[src/fwu_pkg.sv]
// fwu_pkg: shared constants and types of the firmware-upgrade node controller
// assumes a 100 MHz system clock
package fwu_pkg;

  // upgrade control states
  typedef enum logic [2:0] {
    FWU_IDLE,
    FWU_RECEIVING,
    FWU_COMPLETE,
    FWU_COUNTDOWN,
    FWU_UPGRADE
  } fwu_state_e;

  // decoded request kinds
  typedef enum logic [3:0] {
    FWU_REQ_INIT,
    FWU_REQ_PAGE,
    FWU_REQ_STATE,
    FWU_REQ_INFO,
    FWU_REQ_MISSING,
    FWU_REQ_INTEGRITY,
    FWU_REQ_EXECUTE,
    FWU_REQ_ACCEPT,
    FWU_REQ_ABORT
  } fwu_req_e;

  // reply kinds
  typedef enum logic [2:0] {
    FWU_RSP_NONE,
    FWU_RSP_STATE,
    FWU_RSP_INFO,
    FWU_RSP_MISSING,
    FWU_RSP_INTEGRITY
  } fwu_rsp_e;

  // state report codes
  localparam logic [2:0] FWU_CODE_IDLE = 3'h0;
  localparam logic [2:0] FWU_CODE_RECEIVING = 3'h1;
  localparam logic [2:0] FWU_CODE_COMPLETE = 3'h2;
  localparam logic [2:0] FWU_CODE_COUNTDOWN = 3'h3;
  localparam logic [2:0] FWU_CODE_UPGRADE = 3'h4;

  // page_length field encodings, in bytes
  localparam logic [7:0] FWU_PAGE_LEN_0 = 8'h20;
  localparam logic [7:0] FWU_PAGE_LEN_1 = 8'h40;
  localparam logic [7:0] FWU_PAGE_LEN_2 = 8'h80;
  localparam logic [7:0] FWU_PAGE_LEN_3 = 8'hC0;

  // timer base
  localparam int FWU_CLK_HZ = 100_000_000;
  localparam int FWU_TICK_S = 1;
  localparam int FWU_TICK_CYCLES = FWU_CLK_HZ * FWU_TICK_S;
  localparam int FWU_TIMER_W = 16;

  // register map
  localparam logic [7:0] FWU_REG_CTRL = 8'h00;
  localparam logic [7:0] FWU_REG_STATUS = 8'h04;
  localparam logic [7:0] FWU_REG_IRQ_STATUS = 8'h08;
  localparam logic [7:0] FWU_REG_IRQ_ENABLE = 8'h0C;
  localparam logic [7:0] FWU_REG_IRQ_CLEAR = 8'h10;
  localparam logic [7:0] FWU_REG_TIMERS = 8'h14;
  localparam logic [31:0] FWU_CTRL_RESET = 32'h0000_0000;
  localparam logic [31:0] FWU_IRQ_EN_RESET = 32'h0000_0000;

  // interrupt status bits
  localparam int FWU_IRQ_W = 4;
  localparam int FWU_IRQ_REPLY = 0;
  localparam int FWU_IRQ_ACCEPTED = 1;
  localparam int FWU_IRQ_REJECTED = 2;
  localparam int FWU_IRQ_RESTART = 3;

  // ctrl register fields
  localparam int FWU_CTRL_ENABLE = 0;

  // page length decode, used by core for o_page_bytes; status readback shows the raw two-bit code
  function automatic logic [7:0] fwu_page_bytes(input logic [1:0] code);
    unique case (code)
      2'd0: fwu_page_bytes = FWU_PAGE_LEN_0;
      2'd1: fwu_page_bytes = FWU_PAGE_LEN_1;
      2'd2: fwu_page_bytes = FWU_PAGE_LEN_2;
      2'd3: fwu_page_bytes = FWU_PAGE_LEN_3;
    endcase
  endfunction : fwu_page_bytes

endpackage : fwu_pkg

[src/fwu_sec_timer.sv]
// fwu_sec_timer: down counter in whole seconds with a one-cycle expiry pulse
// assumes a shared one-second tick on the same clock
`timescale 1ns/1ps
`default_nettype none
module fwu_sec_timer #(
  parameter int WIDTH = 16
) (
  input wire logic i_sys_clk,
  input wire logic i_arst_n,
  input wire logic i_tick,
  input wire logic i_load,
  input wire logic [WIDTH-1:0] i_value,
  input wire logic i_stop,
  output logic o_running,
  output logic o_expired
);
  logic [WIDTH-1:0] count_q;
  logic run_q;

  always_ff @(posedge i_sys_clk or negedge i_arst_n) begin
    if (!i_arst_n) begin
      count_q <= '0;
      run_q <= 1'b0;
    end else if (i_load) begin
      count_q <= i_value;
      run_q <= (i_value != '0);
    end else if (i_stop) begin
      run_q <= 1'b0;
    end else if (run_q && i_tick) begin
      count_q <= count_q - 1'b1;
      if (count_q == {{(WIDTH-1){1'b0}}, 1'b1}) begin
        run_q <= 1'b0;
      end
    end
  end

  always_ff @(posedge i_sys_clk or negedge i_arst_n) begin
    if (!i_arst_n) begin
      o_expired <= 1'b0;
    end else begin
      o_expired <= run_q && i_tick && !i_load && !i_stop
                   && (count_q == {{(WIDTH-1){1'b0}}, 1'b1});
    end
  end

  assign o_running = run_q;

  a_expiry_one_cycle: assert property (@(posedge i_sys_clk) disable iff (!i_arst_n)
    o_expired |=> !o_expired) else $error("expiry pulse longer than one cycle");
  a_expiry_stops_run: assert property (@(posedge i_sys_clk) disable iff (!i_arst_n)
    o_expired |-> !run_q || $past(i_load)) else $error("timer still running after expiry");

endmodule : fwu_sec_timer
`default_nettype wire

[src/fwu_ahb_regs.sv]
// fwu_ahb_regs: AHB-Lite slave holding control, status and interrupt registers
// assumes a single master, word transfers, zero wait states
`timescale 1ns/1ps
`default_nettype none
module fwu_ahb_regs
  import fwu_pkg::*;
(
  input wire logic i_sys_clk,
  input wire logic i_arst_n,
  input wire logic i_hsel,
  input wire logic [31:0] i_haddr,
  input wire logic [1:0] i_htrans,
  input wire logic i_hwrite,
  input wire logic [2:0] i_hsize,
  input wire logic [31:0] i_hwdata,
  input wire logic i_hready,
  output logic o_hreadyout,
  output logic o_hresp,
  output logic [31:0] o_hrdata,
  input wire logic [31:0] i_status_word,
  input wire logic [31:0] i_timers_word,
  input wire logic [fwu_pkg::FWU_IRQ_W-1:0] i_irq_event,
  output logic [31:0] o_ctrl,
  output logic o_irq
);
  logic wr_q;
  logic [7:0] addr_q;
  logic [FWU_IRQ_W-1:0] irq_st_q;
  logic [FWU_IRQ_W-1:0] irq_en_q;
  logic [FWU_IRQ_W-1:0] clr_mask;
  logic take;

  // hsize ignored: only whole words are mapped
  assign take = i_hsel && i_hready && i_htrans[1];
  assign o_hreadyout = 1'b1;
  assign o_hresp = 1'b0;

  always_ff @(posedge i_sys_clk or negedge i_arst_n) begin
    if (!i_arst_n) begin
      wr_q <= 1'b0;
      addr_q <= 8'h00;
    end else begin
      wr_q <= take && i_hwrite;
      if (take) begin
        addr_q <= i_haddr[7:0];
      end
    end
  end

  always_ff @(posedge i_sys_clk or negedge i_arst_n) begin
    if (!i_arst_n) begin
      o_ctrl <= FWU_CTRL_RESET;
      irq_en_q <= FWU_IRQ_EN_RESET[FWU_IRQ_W-1:0];
    end else if (wr_q) begin
      if (addr_q == FWU_REG_CTRL) o_ctrl <= i_hwdata;
      if (addr_q == FWU_REG_IRQ_ENABLE) irq_en_q <= i_hwdata[FWU_IRQ_W-1:0];
    end
  end

  assign clr_mask = (wr_q && addr_q == FWU_REG_IRQ_CLEAR) ? i_hwdata[FWU_IRQ_W-1:0] : '0;

  // a new event beats a clear in the same cycle
  always_ff @(posedge i_sys_clk or negedge i_arst_n) begin
    if (!i_arst_n) begin
      irq_st_q <= '0;
    end else begin
      irq_st_q <= (irq_st_q & ~clr_mask) | i_irq_event;
    end
  end

  always_ff @(posedge i_sys_clk or negedge i_arst_n) begin
    if (!i_arst_n) begin
      o_hrdata <= 32'h0000_0000;
    end else if (take && !i_hwrite) begin
      unique case (i_haddr[7:0])
        FWU_REG_CTRL: o_hrdata <= o_ctrl;
        FWU_REG_STATUS: o_hrdata <= i_status_word;
        FWU_REG_IRQ_STATUS: o_hrdata <= {{(32-FWU_IRQ_W){1'b0}}, irq_st_q};
        FWU_REG_IRQ_ENABLE: o_hrdata <= {{(32-FWU_IRQ_W){1'b0}}, irq_en_q};
        FWU_REG_TIMERS: o_hrdata <= i_timers_word;
        default: o_hrdata <= 32'h0000_0000;
      endcase
    end
  end

  assign o_irq = |(irq_st_q & irq_en_q);

endmodule : fwu_ahb_regs
`default_nettype wire

[src/fwu_node_ctrl.sv]
// fwu_node_ctrl: firmware-upgrade control state machine of an end node
// assumes requests arrive decoded, one per strobe, on the system clock
`timescale 1ns/1ps
`default_nettype none
// How it works
// - control sits in exactly one of idle, receiving, complete, countdown, upgrade.
// - complete answers most queries with code 2, info with info reply, drops pages.
// - init request in idle moves to receiving, reporting code 1.
// - idle answers queries with code 0, info with info reply, drops pages.
// - receiving moves to complete silently once image whole and integrity good.
// - receiving takes pages, answers missing queries, integrity queries once image whole, others code 1.
// - abort in receiving, complete or countdown reports code 0, goes idle.
// - execute in complete goes countdown code 3, or upgrade code 4 if zero delay.
// - execute nonzero in countdown reloads restart timer and stores trial period, code 3; expiry enters upgrade.
// - execute zero in countdown reloads timers, code 4, enters upgrade at once.
// - upgrade reports code 4 to queries, drops pages; execute gets code 0.
// - accept, abort or trial expiry in upgrade report code 0 and return idle.
// - trial expiry or abort rejects new image; accept discards old one.
// - two-bit page_length field codes 32, 64, 128, 192 bytes.
module fwu_node_ctrl
  import fwu_pkg::*;
#(
  parameter int TICK_CYCLES = fwu_pkg::FWU_TICK_CYCLES
) (
  input wire logic i_sys_clk,
  input wire logic i_arst_n,
  // request strobe with its decoded fields
  input wire logic i_req_valid,
  input wire fwu_pkg::fwu_req_e i_req_kind,
  input wire logic [1:0] i_page_length,
  input wire logic [fwu_pkg::FWU_TIMER_W-1:0] i_restart_delay,
  input wire logic [fwu_pkg::FWU_TIMER_W-1:0] i_trial_period,
  // image store status
  input wire logic i_image_whole,
  input wire logic i_integrity_ok,
  // reply strobe
  output logic o_rsp_valid,
  output fwu_pkg::fwu_rsp_e o_rsp_kind,
  output logic [2:0] o_rsp_code,
  // image control
  output logic [1:0] o_state_code_dummy_unused,
  output logic o_page_accept,
  output logic [7:0] o_page_bytes,
  output logic o_drop_image,
  output logic o_restart_new,
  output logic o_keep_new,
  output logic o_reject_new,
  output logic o_running,
  // AHB-Lite register port
  input wire logic i_hsel,
  input wire logic [31:0] i_haddr,
  input wire logic [1:0] i_htrans,
  input wire logic i_hwrite,
  input wire logic [2:0] i_hsize,
  input wire logic [31:0] i_hwdata,
  input wire logic i_hready,
  output logic o_hreadyout,
  output logic o_hresp,
  output logic [31:0] o_hrdata,
  output logic o_irq
);
  fwu_state_e state_q, state_d;
  fwu_rsp_e rsp_kind_d;
  logic [2:0] rsp_code_d;
  logic rsp_d;
  logic [31:0] tick_cnt_q;
  logic tick;
  logic restart_load, trial_load, trial_stop, restart_stop;
  logic restart_run, trial_run, restart_exp, trial_exp;
  logic [1:0] page_code_q;
  logic [31:0] ctrl;
  logic enable;
  logic accepted, rejected, entering_upgrade;
  logic [FWU_TIMER_W-1:0] trial_hold_q;
  logic [FWU_IRQ_W-1:0] irq_event;
  logic req;
  logic exec_zero;

  assign enable = ctrl[FWU_CTRL_ENABLE];
  // software enable gates the request path so a node can be fenced off
  assign req = i_req_valid && enable;
  assign exec_zero = (i_restart_delay == '0);

  // one-second tick shared by both timers
  always_ff @(posedge i_sys_clk or negedge i_arst_n) begin
    if (!i_arst_n) begin
      tick_cnt_q <= '0;
    end else if (tick_cnt_q == TICK_CYCLES - 1) begin
      tick_cnt_q <= '0;
    end else begin
      tick_cnt_q <= tick_cnt_q + 32'd1;
    end
  end
  assign tick = (tick_cnt_q == TICK_CYCLES - 1);

  // next state and reply decode
  always_comb begin
    state_d = state_q;
    rsp_d = 1'b0;
    rsp_kind_d = FWU_RSP_NONE;
    rsp_code_d = FWU_CODE_IDLE;
    if (req && i_req_kind == FWU_REQ_INFO) begin
      rsp_d = 1'b1;
      rsp_kind_d = FWU_RSP_INFO;
    end else begin
      unique case (state_q)
        FWU_IDLE: begin
          if (req && i_req_kind != FWU_REQ_PAGE) begin
            rsp_d = 1'b1;
            rsp_kind_d = FWU_RSP_STATE;
            if (i_req_kind == FWU_REQ_INIT) begin
              rsp_code_d = FWU_CODE_RECEIVING;
              state_d = FWU_RECEIVING;
            end else begin
              rsp_code_d = FWU_CODE_IDLE;
            end
          end
        end
        FWU_RECEIVING: begin
          if (req && i_req_kind != FWU_REQ_PAGE) begin
            rsp_d = 1'b1;
            rsp_kind_d = FWU_RSP_STATE;
            rsp_code_d = FWU_CODE_RECEIVING;
            if (i_req_kind == FWU_REQ_ABORT) begin
              rsp_code_d = FWU_CODE_IDLE;
              state_d = FWU_IDLE;
            end else if (i_req_kind == FWU_REQ_MISSING) begin
              rsp_kind_d = FWU_RSP_MISSING;
            end else if (i_req_kind == FWU_REQ_INTEGRITY && i_image_whole) begin
              rsp_kind_d = FWU_RSP_INTEGRITY;
            end
          end else if (i_image_whole && i_integrity_ok) begin
            state_d = FWU_COMPLETE;
          end
        end
        FWU_COMPLETE: begin
          if (req && i_req_kind != FWU_REQ_PAGE) begin
            rsp_d = 1'b1;
            rsp_kind_d = FWU_RSP_STATE;
            rsp_code_d = FWU_CODE_COMPLETE;
            if (i_req_kind == FWU_REQ_ABORT) begin
              rsp_code_d = FWU_CODE_IDLE;
              state_d = FWU_IDLE;
            end else if (i_req_kind == FWU_REQ_EXECUTE) begin
              rsp_code_d = exec_zero ? FWU_CODE_UPGRADE : FWU_CODE_COUNTDOWN;
              state_d = exec_zero ? FWU_UPGRADE : FWU_COUNTDOWN;
            end
          end
        end
        FWU_COUNTDOWN: begin
          if (req && i_req_kind != FWU_REQ_PAGE) begin
            rsp_d = 1'b1;
            rsp_kind_d = FWU_RSP_STATE;
            rsp_code_d = FWU_CODE_COUNTDOWN;
            if (i_req_kind == FWU_REQ_ABORT) begin
              rsp_code_d = FWU_CODE_IDLE;
              state_d = FWU_IDLE;
            end else if (i_req_kind == FWU_REQ_EXECUTE && exec_zero) begin
              rsp_code_d = FWU_CODE_UPGRADE;
              state_d = FWU_UPGRADE;
            end
          end else if (restart_exp) begin
            state_d = FWU_UPGRADE;
          end
        end
        FWU_UPGRADE: begin
          if (req && i_req_kind != FWU_REQ_PAGE) begin
            rsp_d = 1'b1;
            rsp_kind_d = FWU_RSP_STATE;
            rsp_code_d = FWU_CODE_UPGRADE;
            if (i_req_kind == FWU_REQ_EXECUTE) begin
              rsp_code_d = FWU_CODE_IDLE;
            end else if (i_req_kind == FWU_REQ_ACCEPT || i_req_kind == FWU_REQ_ABORT) begin
              rsp_code_d = FWU_CODE_IDLE;
              state_d = FWU_IDLE;
            end
          end else if (trial_exp) begin
            rsp_d = 1'b1;
            rsp_kind_d = FWU_RSP_STATE;
            rsp_code_d = FWU_CODE_IDLE;
            state_d = FWU_IDLE;
          end
        end
      endcase
    end
    // an expiry that shares its cycle with a request is kept, unless the request is abort or an execute that reloads the restart timer
    if (state_q == FWU_COUNTDOWN && state_d == FWU_COUNTDOWN && restart_exp && !restart_load) begin
      state_d = FWU_UPGRADE;
    end
    if (state_q == FWU_UPGRADE && state_d == FWU_UPGRADE && trial_exp) begin
      rsp_d = 1'b1;
      rsp_kind_d = FWU_RSP_STATE;
      rsp_code_d = FWU_CODE_IDLE;
      state_d = FWU_IDLE;
    end
  end

  always_ff @(posedge i_sys_clk or negedge i_arst_n) begin
    if (!i_arst_n) begin
      state_q <= FWU_IDLE;
    end else begin
      state_q <= state_d;
    end
  end

  always_ff @(posedge i_sys_clk or negedge i_arst_n) begin
    if (!i_arst_n) begin
      o_rsp_valid <= 1'b0;
      o_rsp_kind <= FWU_RSP_NONE;
      o_rsp_code <= FWU_CODE_IDLE;
    end else begin
      o_rsp_valid <= rsp_d;
      // kind and code stay readable until the next reply
      if (rsp_d) begin
        o_rsp_kind <= rsp_kind_d;
        o_rsp_code <= rsp_code_d;
      end
    end
  end

  // page length latched on init, held for the whole download
  always_ff @(posedge i_sys_clk or negedge i_arst_n) begin
    if (!i_arst_n) begin
      page_code_q <= 2'd0;
    end else if (state_q == FWU_IDLE && req && i_req_kind == FWU_REQ_INIT) begin
      page_code_q <= i_page_length;
    end
  end
  assign o_page_bytes = fwu_page_bytes(page_code_q);

  assign o_page_accept = req && i_req_kind == FWU_REQ_PAGE && state_q == FWU_RECEIVING;
  // integrity failure empties the store so pages are fetched again
  assign o_drop_image = state_q == FWU_RECEIVING && i_image_whole && !i_integrity_ok
                        && req && i_req_kind == FWU_REQ_INTEGRITY;

  // execute stores the trial period; it only starts on entering upgrade
  always_ff @(posedge i_sys_clk or negedge i_arst_n) begin
    if (!i_arst_n) begin
      trial_hold_q <= '0;
    end else if (req && i_req_kind == FWU_REQ_EXECUTE
                 && (state_q == FWU_COMPLETE || state_q == FWU_COUNTDOWN)) begin
      trial_hold_q <= i_trial_period;
    end
  end

  assign restart_load = req && i_req_kind == FWU_REQ_EXECUTE
                        && (state_q == FWU_COMPLETE || state_q == FWU_COUNTDOWN);
  assign restart_stop = state_q != FWU_COUNTDOWN && state_d != FWU_COUNTDOWN;
  assign entering_upgrade = state_q != FWU_UPGRADE && state_d == FWU_UPGRADE;
  assign trial_load = entering_upgrade;
  assign trial_stop = state_q == FWU_UPGRADE && state_d != FWU_UPGRADE;

  fwu_sec_timer #(
    .WIDTH(FWU_TIMER_W)
  ) u_restart_timer (
    .i_sys_clk(i_sys_clk),
    .i_arst_n(i_arst_n),
    .i_tick(tick),
    .i_load(restart_load),
    .i_value(i_restart_delay),
    .i_stop(restart_stop),
    .o_running(restart_run),
    .o_expired(restart_exp)
  );

  fwu_sec_timer #(
    .WIDTH(FWU_TIMER_W)
  ) u_trial_timer (
    .i_sys_clk(i_sys_clk),
    .i_arst_n(i_arst_n),
    .i_tick(tick),
    .i_load(trial_load),
    .i_value(restart_load ? i_trial_period : trial_hold_q),
    .i_stop(trial_stop),
    .o_running(trial_run),
    .o_expired(trial_exp)
  );

  assign accepted = state_q == FWU_UPGRADE && req && i_req_kind == FWU_REQ_ACCEPT && !trial_exp;
  assign rejected = state_q == FWU_UPGRADE && state_d == FWU_IDLE && !accepted;

  always_ff @(posedge i_sys_clk or negedge i_arst_n) begin
    if (!i_arst_n) begin
      o_keep_new <= 1'b0;
      o_reject_new <= 1'b0;
      o_restart_new <= 1'b0;
    end else begin
      o_keep_new <= accepted;
      o_reject_new <= rejected;
      o_restart_new <= entering_upgrade;
    end
  end

  assign o_running = state_q != FWU_IDLE;
  assign o_state_code_dummy_unused = 2'b00;
  assign irq_event = {o_restart_new, o_reject_new, o_keep_new, o_rsp_valid};

  fwu_ahb_regs u_regs (
    .i_sys_clk(i_sys_clk),
    .i_arst_n(i_arst_n),
    .i_hsel(i_hsel),
    .i_haddr(i_haddr),
    .i_htrans(i_htrans),
    .i_hwrite(i_hwrite),
    .i_hsize(i_hsize),
    .i_hwdata(i_hwdata),
    .i_hready(i_hready),
    .o_hreadyout(o_hreadyout),
    .o_hresp(o_hresp),
    .o_hrdata(o_hrdata),
    .i_status_word({21'h00_0000, page_code_q, trial_run, restart_run, 4'h0, 3'(state_q)}),
    .i_timers_word({trial_hold_q, 13'h0000, o_rsp_code}),
    .i_irq_event(irq_event),
    .o_ctrl(ctrl),
    .o_irq(o_irq)
  );

  a_init_to_recv: assert property (@(posedge i_sys_clk) disable iff (!i_arst_n)
    state_q == FWU_IDLE && req && i_req_kind == FWU_REQ_INIT
    |=> state_q == FWU_RECEIVING && o_rsp_valid && o_rsp_code == FWU_CODE_RECEIVING)
    else $error("init in idle did not enter receiving with code 1");
  a_idle_code_zero: assert property (@(posedge i_sys_clk) disable iff (!i_arst_n)
    state_q == FWU_IDLE && req && !(i_req_kind inside {FWU_REQ_INIT, FWU_REQ_PAGE, FWU_REQ_INFO})
    |=> o_rsp_code == FWU_CODE_IDLE && state_q == FWU_IDLE)
    else $error("idle reply code not zero");
  a_complete_code: assert property (@(posedge i_sys_clk) disable iff (!i_arst_n)
    state_q == FWU_COMPLETE && req && i_req_kind inside {FWU_REQ_STATE, FWU_REQ_INIT, FWU_REQ_ACCEPT}
    |=> o_rsp_code == FWU_CODE_COMPLETE && state_q == FWU_COMPLETE)
    else $error("complete reply code not two");
  a_recv_to_complete: assert property (@(posedge i_sys_clk) disable iff (!i_arst_n)
    state_q == FWU_RECEIVING && !req && i_image_whole && i_integrity_ok
    |=> state_q == FWU_COMPLETE && !o_rsp_valid)
    else $error("receiving did not complete silently");
  a_abort_to_idle: assert property (@(posedge i_sys_clk) disable iff (!i_arst_n)
    state_q inside {FWU_RECEIVING, FWU_COMPLETE, FWU_COUNTDOWN} && req && i_req_kind == FWU_REQ_ABORT
    |=> state_q == FWU_IDLE && o_rsp_code == FWU_CODE_IDLE)
    else $error("abort did not return to idle");
  a_exec_from_complete: assert property (@(posedge i_sys_clk) disable iff (!i_arst_n)
    state_q == FWU_COMPLETE && req && i_req_kind == FWU_REQ_EXECUTE
    |=> o_rsp_code == ($past(exec_zero) ? FWU_CODE_UPGRADE : FWU_CODE_COUNTDOWN))
    else $error("execute in complete gave wrong code");
  a_countdown_expiry: assert property (@(posedge i_sys_clk) disable iff (!i_arst_n)
    state_q == FWU_COUNTDOWN && restart_exp && !req |=> state_q == FWU_UPGRADE)
    else $error("restart delay expiry missed");
  a_exec_zero_upg: assert property (@(posedge i_sys_clk) disable iff (!i_arst_n)
    state_q == FWU_COUNTDOWN && req && i_req_kind == FWU_REQ_EXECUTE && exec_zero
    |=> state_q == FWU_UPGRADE && (trial_run || $past(i_trial_period) == '0))
    else $error("zero-delay execute did not enter upgrade");
  a_upgrade_exec: assert property (@(posedge i_sys_clk) disable iff (!i_arst_n)
    state_q == FWU_UPGRADE && req && i_req_kind == FWU_REQ_EXECUTE
    |=> state_q == FWU_UPGRADE && o_rsp_code == FWU_CODE_IDLE)
    else $error("execute in upgrade mishandled");
  a_trial_reject: assert property (@(posedge i_sys_clk) disable iff (!i_arst_n)
    state_q == FWU_UPGRADE && trial_exp && !req
    |=> state_q == FWU_IDLE && o_reject_new && !o_keep_new)
    else $error("trial expiry did not reject");

endmodule : fwu_node_ctrl
`default_nettype wire

[config.mk]
export PLATFORM = sky130hd
export DESIGN_NAME = fwu_node_ctrl
export DESIGN_NICKNAME = d
export VERILOG_FILES = /design/src/fwu_pkg.sv /design/src/fwu_sec_timer.sv /design/src/fwu_ahb_regs.sv /design/src/fwu_node_ctrl.sv
export SDC_FILE = /design/constraint.sdc
export NUM_CORES = 1
export LEC_CHECK = 0
export ABC_AREA = 1
export BUFFER_PORTS_ARGS = -buffer_cell sky130_fd_sc_hd__buf_2
export CAP_MARGIN = 0
export CORE_UTILIZATION = 52
export CTS_CLUSTER_SIZE = 28
export DETAILED_ROUTE_END_ITERATION = 8
export GPL_TIMING_DRIVEN = 0
export PLACE_DENSITY = 0.86
export SYNTH_ARGS = -nofsm -noshare
export SYNTH_HDL_FRONTEND = slang
export SYNTH_SLANG_ARGS = --single-unit
export TNS_END_PERCENT = 5
[constraint.sdc]
create_clock -name i_sys_clk -period 7 [get_ports i_sys_clk]
set_clock_uncertainty 0.05 [all_clocks]
set_input_delay 1.4 -clock i_sys_clk [delete_from_list [all_inputs] [get_ports i_sys_clk]]
set_output_delay 1.4 -clock i_sys_clk [all_outputs]
set_load 0.05 [all_outputs]
# After elaboration in Yosys (flattened, before gate mapping)

Cells that the tools add are included.

Bits of input ports: 115
Latch bits: 0
RAM bits: 0
ROM bits: 0
Output and inout port bits: 58
Memories: 0
Bits in registers: 180

Muxes and demuxes: 72
Add/sub/neg operators: 3
Bitwise operators: 4
Multiply operators: 0
Divide/modulo/power cells: 0
$lt $le $gt $ge: 0
Shift operators: 0
Reduce and logical (&&, ||, !) cells: 77
Equality and inequality tests: 33

Operators with widths:

| operator              | number |
|---|---|
| $pmux 32 s5           | 1 |
| $mux 16               | 7 |
| $mux 3                | 37 |
| $logic_and 1x1->1     | 42 |
| $add 32x1->32 const B | 1 |
| $eq 16x1->1 const B   | 2 |
| $eq 32x27->1 const B  | 1 |
| $mux 32               | 1 |
| $pmux 8 s4            | 1 |
| $reduce_bool 16->1    | 2 |
| $sub 16x1->16 const B | 2 |
| $pmux 3 s5            | 2 |
| $eq 8x4->1 const B    | 3 |
| $mux 1                | 20 |
| $eq 4x3->1 const B    | 4 |
| $eq 8x5->1 const B    | 2 |
| $logic_not 16->1      | 1 |
| $logic_not 8->1       | 2 |
| $reduce_bool 3->1     | 5 |
| $reduce_and 2->1      | 6 |
| $eq 3x2->1 const B    | 3 |
| $eq 3x3->1 const B    | 3 |
| $pmux 3 s3            | 1 |
| $and 4x4->4           | 2 |
| 24 further kinds      | 38 |

# Logic depth before layout (Yosys ltp)

Word-level depth: 22
Gate-level depth with buffers: 22
Gate-level depth less buffers: 21

# Cells and area by module

A second synthesis with hierarchy kept.

Cell total of the unflattened synthesis: 1,335
Area total of the unflattened synthesis: 10,133.5 um^2

By module, submodules not included:

| module                           | cells an instance | seq. area each (um^2) | area each (um^2) | instances |
|---|---|---|---|---|
| fwu_ahb_regs                     | 532               | 2,026.9               | 4,132.7          | 1 |
| fwu_node_ctrl                    | 450               | 1,576.5               | 3,444.6          | 1 |
| fwu_sec_timer at u_restart_timer | 173               | 450.4                 | 1,316.3          | 1 |
| fwu_sec_timer at u_trial_timer   | 180               | 450.4                 | 1,239.9          | 1 |

# Worst setup path before layout

Ideal clock, no wire load.

Path kind: input to output
Start: in i_req_kind[0]
End: out o_drop_image
Arrival: 2.739 ns
Cell stages on the path: 4
Data required time: 5.550 ns
Path slack: 2.811 ns
Cells stage by stage: inv_1 -> nor2_2 -> nand3_1 -> nor3_1

Cells in the longest elaborated chain, start to end: 2

RTL lines:

| element           | RTL line             | RTL |
|---|---|---|
| from (decl)       | fwu_node_ctrl.sv:29  | `input wire fwu_pkg::fwu_req_e i_req_kind,` |
| $eq 4x3->1        | fwu_node_ctrl.sv:234 | `&& req && i_req_kind == FWU_REQ_INTEGRITY;` |
| $logic_and 1x1->1 | fwu_node_ctrl.sv:234 |  |
| to (decl)         | fwu_node_ctrl.sv:44  | `output logic o_drop_image,` |

No other way between the ends.

# Worst setup path after layout

Start: in i_req_kind[2]
End: reg u_trial_timer.count_q[15]

Cells in the longest elaborated chain, start to end: 20
Elaborated cells on any way between the ends: 46
Classes of those cells: eq/ne: 10; mux: 19; reduce/logical: 17

RTL lines:

| element                                                          | RTL line                                   | RTL |
|---|---|---|
| $eq 4x3->1 (tied with other cells)                               | fwu_node_ctrl.sv:173                       | `end else if (i_req_kind == FWU_REQ_ACCEPT \|\| i_req_kind == FWU_REQ_ABORT) begin` |
| $logic_or 1x1->1 / $logic_and 1x1->1 (equally long branches)     | fwu_node_ctrl.sv:173, fwu_node_ctrl.sv:158 |  |
| $mux 3 (on tied branches)                                        | fwu_node_ctrl.sv:173, fwu_node_ctrl.sv:158 |  |
| $mux 3 (on tied branches)                                        | fwu_node_ctrl.sv:171, fwu_node_ctrl.sv:155 |  |
| $mux 3 (on tied branches)                                        | fwu_node_ctrl.sv:167, fwu_node_ctrl.sv:151 |  |
| $pmux 3 s5                                                       | fwu_node_ctrl.sv:106                       | `unique case (state_q)` |
| $mux 3                                                           | fwu_node_ctrl.sv:102                       | `if (req && i_req_kind == FWU_REQ_INFO) begin` |
| $eq 3x2->1                                                       | fwu_node_ctrl.sv:187                       | `if (state_q == FWU_COUNTDOWN && state_d == FWU_COUNTDOWN && restart_exp && !restart_load) begin` |
| [... 4 more ...]                                                 | -                                          |  |
| $eq 3x3->1                                                       | fwu_node_ctrl.sv:190                       | `if (state_q == FWU_UPGRADE && state_d == FWU_UPGRADE && trial_exp) begin` |
| $logic_and 1x1->1 (2 in series)                                  | fwu_node_ctrl.sv:190                       |  |
| $mux 3 *                                                         | fwu_node_ctrl.sv:190                       |  |
| $eq 3x3->1 *                                                     | fwu_node_ctrl.sv:249                       | `assign entering_upgrade = state_q != FWU_UPGRADE && state_d == FWU_UPGRADE;` |
| $logic_and 1x1->1 *                                              | fwu_node_ctrl.sv:249                       |  |
| net entering_upgrade                                             | fwu_node_ctrl.sv:73                        | `logic accepted, rejected, entering_upgrade;` |
| $ne 2x2->1 (no line) / $reduce_bool 2->1 (equally long branches) | -                                          |  |
| $reduce_and 2->1 (no line)                                       | -                                          |  |
| to (signal assigned)                                             | fwu_sec_timer.sv:25                        | `count_q <= i_value;` |
| to (signal assigned)                                             | fwu_sec_timer.sv:30                        | `count_q <= count_q - 1'b1;` |
| to (decl)                                                        | fwu_sec_timer.sv:17                        | `logic [WIDTH-1:0] count_q;` |

The timed path passes the listed nets; every way through them passes the cells marked *.
A chain may end at the register's enable or synchronous reset.

==> flow_summary.yaml <==
clock_network:
  clock_latency_ns: 0.44
  cts_setup_buffers: 0
  clock-sinks: 180
  htree_levels: 4
  clkTransAtPathRegs_ns: 0.08
  root_buffer: "clkbuf_16"
  cts_hold_buf: 0
  tritoncts: "done"
  clock_path_buffers: 2
  cts-resized-gates: 0
  cts_buffers: 17
pwr:
  switching_share_pct: 37.84
  p_leak_nw: 5.886
  power_density_nw_per_um2: 285.1
  p_comb_share_pct: 27.3
  clkPwrFrac_pct: 30.8
  p_seq_share_pct: 41.8
  p_int_w: 0.001985
  total_power_w: 0.003194
  netSwitchingPower_w: 0.001209
  ir_drop_mv: 0.1899
grt:
  antenna_found_initial: 0
  grt_pass1_wl_um: 39910
  grt_use_total_pct: 27.12
  grt_max_degree: 98
  grt_pass1_vias: 8420
  overflow: 0
layout:
  fin_nets: 1519
  syn_to_final_growth_pct: 17.26
  final_common_cell: "nand2_1"
  final_cell_mix: "nand2_1 (305), dfrtp_1 (180), inv_1 (160)"
  nFillCells: 1458
  drive_gt1_share_pct: 17.45
  diodes: 0
sta:
  setup_slack_ns: 2.737
  finalSetupTns_ns: 0
  timing.fmax_mhz: 234.6
  setup_viol: 0
  relSlewSlack_pct: 37.20
  min_period_over_period_pct: 60.90
  finalHoldViolCount: 0
  drv_slew: 0
  rsz0062_at_grt: "no"
  min_period_ns: 4.263
  worst_slew_pin_slew_ns: 0.9385
yosys:
  ys.warnings.count: 0
  async_flop_share_pct: 100.0
  synth.avg_cell_area_um2: 7.736
  ys_seq_elements: 180
  synth_top_family_by_area: "simple AND/OR/NAND/NOR gates"
  ys_seq_area_share_pct: 47.15
  synth_edf_count: 0
  synth_fa_ha_area_share_pct: 0.9167
  muxShareOfSynthArea_pct: 0.1179
  synth_compound_area_share_pct: 12.27
  synthesis.area_um2: 9554
  yosysUniqueCellTypes: 53
  synth_ff_type: "dfrtp_1"
  syn_inst: 1235
  synth-xor-area-share_pct: 1.833
  synth_simple_gate_area_share_pct: 28.26
route:
  vias: 9066
  wire_per_inst_um: 15.33
  drt-vias-per-instance: 5.531
  drc_errors: 0
  drtPass1Iterations: 5
  routed_wirelength_um: 25120
  drt_iter0_drc: 788
  postRouteAntennaNets: 0
critical_path:
  cp.arrival_ns: 4.55
  cp_slowest_cell: "clkbuf_1"
  required_ns: 7.29
  crit_chain: "buf_2 -> inv_2 -> nor2_4 -> nand2_2 -> nor2_4 -> nand2_4 -> clkbuf_1 -> nand3b_1 -> nand3_1 -> nand2_1 -> a211oi_1 -> ha_1 -> clkinv_1 -> o21ai_2 -> inv_2 -> nor2_8 -> buf_6 -> nand2_1 -> nand2_1 -> nand2_1"
  path_common_cell: "nand2_1"
  crit_type: "in2reg"
  cp_max_fo: 10
  worst_setup_path_start_kind: "input port"
  critical-path-max-stage-delay_ns: 0.51
  worst_setup_path_end_kind: "register"
place:
  routabilityCongestion: 0.9197
  pre_cts_ws_ns: 2.389
  post-dp-hpwl_um: 18090
  io_buffers: 135
floorplanning:
  die-width_um: 137.6
  core-area_um2: 17960
  row_count: 49
  dieArea_um2: 18920
  start_util_pct: 53.19
  design.portCount: 173
  die_y_um: 137.6
outcome:
  status: "finished, final reports clean"
worst_hold_path:
  hp-class: "reg2reg"
flow_run:
  maxCapViolCount: 0
[worst max-delay path, delay by kind of cell]
kind | cells | cell delay, ns
buffers and inverters | 6 | 1.28
AO/OA/AOI/OAI | 2 | 0.32
AND/OR/NAND/NOR | 11 | 1.17
adder cells (fa/ha/maj) | 1 | 0.36
[sequential cells by signal (all words and copies together), names as in the netlist, 2 cells and up]
signal,count
u_regs.addr_q,8
o_rsp_kind,3
u_regs.irq_en_q,4
o_rsp_code,3
u_trial_timer.count_q,16
state_q,3
trial_hold_q,16
u_regs.irq_st_q,4
u_regs.o_ctrl,32
u_restart_timer.count_q,16
u_regs.o_hrdata,32
tick_cnt_q,32
page_code_q,2
[path summary, 6_finish.rpt]
kind	start	end	slack, ns	cells past startpoint
max in group asynchronous	i_arst_n	u_regs.o_ctrl[10]	5.17	2
min	tick_cnt_q[0]	tick_cnt_q[0]	0.42	1
max reg2reg	state_q[2]	u_trial_timer.count_q[15]	3.39	18
min reg2reg	tick_cnt_q[0]	tick_cnt_q[0]	0.42	1
min in group asynchronous	i_arst_n	u_restart_timer.count_q[4]	0.87	1
max	i_req_kind[2]	u_trial_timer.count_q[15]	2.74	20
[cell usage after synthesis, types with 2 or more instances]
cell	instances	area (um2)
nand2_1	305	1145
dfrtp_1	180	4504
inv_1	160	600.6
nor2_1	126	473.0
o21ai_0	75	375.4
nand3_1	69	345.3
a21oi_1	54	270.3
nor3_1	26	130.1
o22ai_1	24	150.1
nand4_1	23	143.9
clkbuf_1	20	75.07
xor2_1	16	140.1
inv_2	15	56.30
buf_4	12	90.09
nor4_1	11	68.82
o31ai_1	10	75.07
nor2_2	9	56.30
a31oi_1	8	50.05
o21ai_1	8	40.04
ha_1	7	87.58
nor3_2	7	70.07
o211ai_1	6	45.04
buf_2	5	25.02
nand2_2	5	31.28
nor3b_1	4	30.03
o21a_1	4	30.03
xnor2_1	4	35.03
buf_1	3	11.26
buf_6	3	33.78
nand2_4	3	33.78
nor2_4	3	33.78
o21ai_2	3	26.28
conb_1	2	7.510
nand3b_1	2	15.01
nand4_2	2	25.02
o211ai_2	2	25.02
o32ai_1	2	17.52
or2_2	2	12.51
[layer usage]
layer / wire length (um) / vias to the layer above / GRT usage (%)
met5: 0 / - / 0
met4: 597 / 0 / 10.38
met3: 1864 / 56 / 5.372
met2: 12460 / 371 / 44.89
met1: 10200 / 4318 / 34.94
li1: - / 4321 / -
[metrics by stage]
stage          instances  utilization (%)  hold WS [ns]  area (um2)
4_1_cts             1639            62.37        0.4179       11200
2_1_floorplan       1242                -        0.3829        9580
3_5_place_dp        1607            58.90        0.4076       10580
6_report            1639            62.37        0.4154       11200
3_3_place_gp        1606            58.69        0.4007       10540
5_1_grt             1639            62.37        0.4357       11200
[area by class of cell]
class                      count  area, um2  area share (%)
buffer                        43      235.2           2.100
clock buffer                  17      425.4           3.797
clock inverter                15      197.7           1.765
inverter                     176      660.6           5.897
multi-input combinational    843       4180           37.31
sequential                   180       4504           40.21
tap                          229      286.5           2.558
timing repair buffer         136      713.2           6.366
[power by group through the flow]
| stage | registers, W | clock network (W) | logic [W] |
|---|---|---|---|
| floorplan | 0.00138 | 0 | 0.000582 |
| detailed placement | 0.00135 | 0 | 0.000847 |
| global route | 0.00136 | 0.00103 | 0.000970 |
| finish | 0.00134 | 0.000985 | 0.000873 |
| CTS | 0.00133 | 0.000992 | 0.000860 |
| global placement | 0.00134 | 0 | 0.000821 |
[logic make-up after synthesis]
kind of cell / Yosys count
adders and majority gates: 7
other: 2
DFF: 180
muxes: 1
AOI/OAI and AO/OA: 204
and+or+nand+nor: 602
buffers and inverters: 219
xor gates and xnor gates: 20
(Power assumes the default switching activity.)
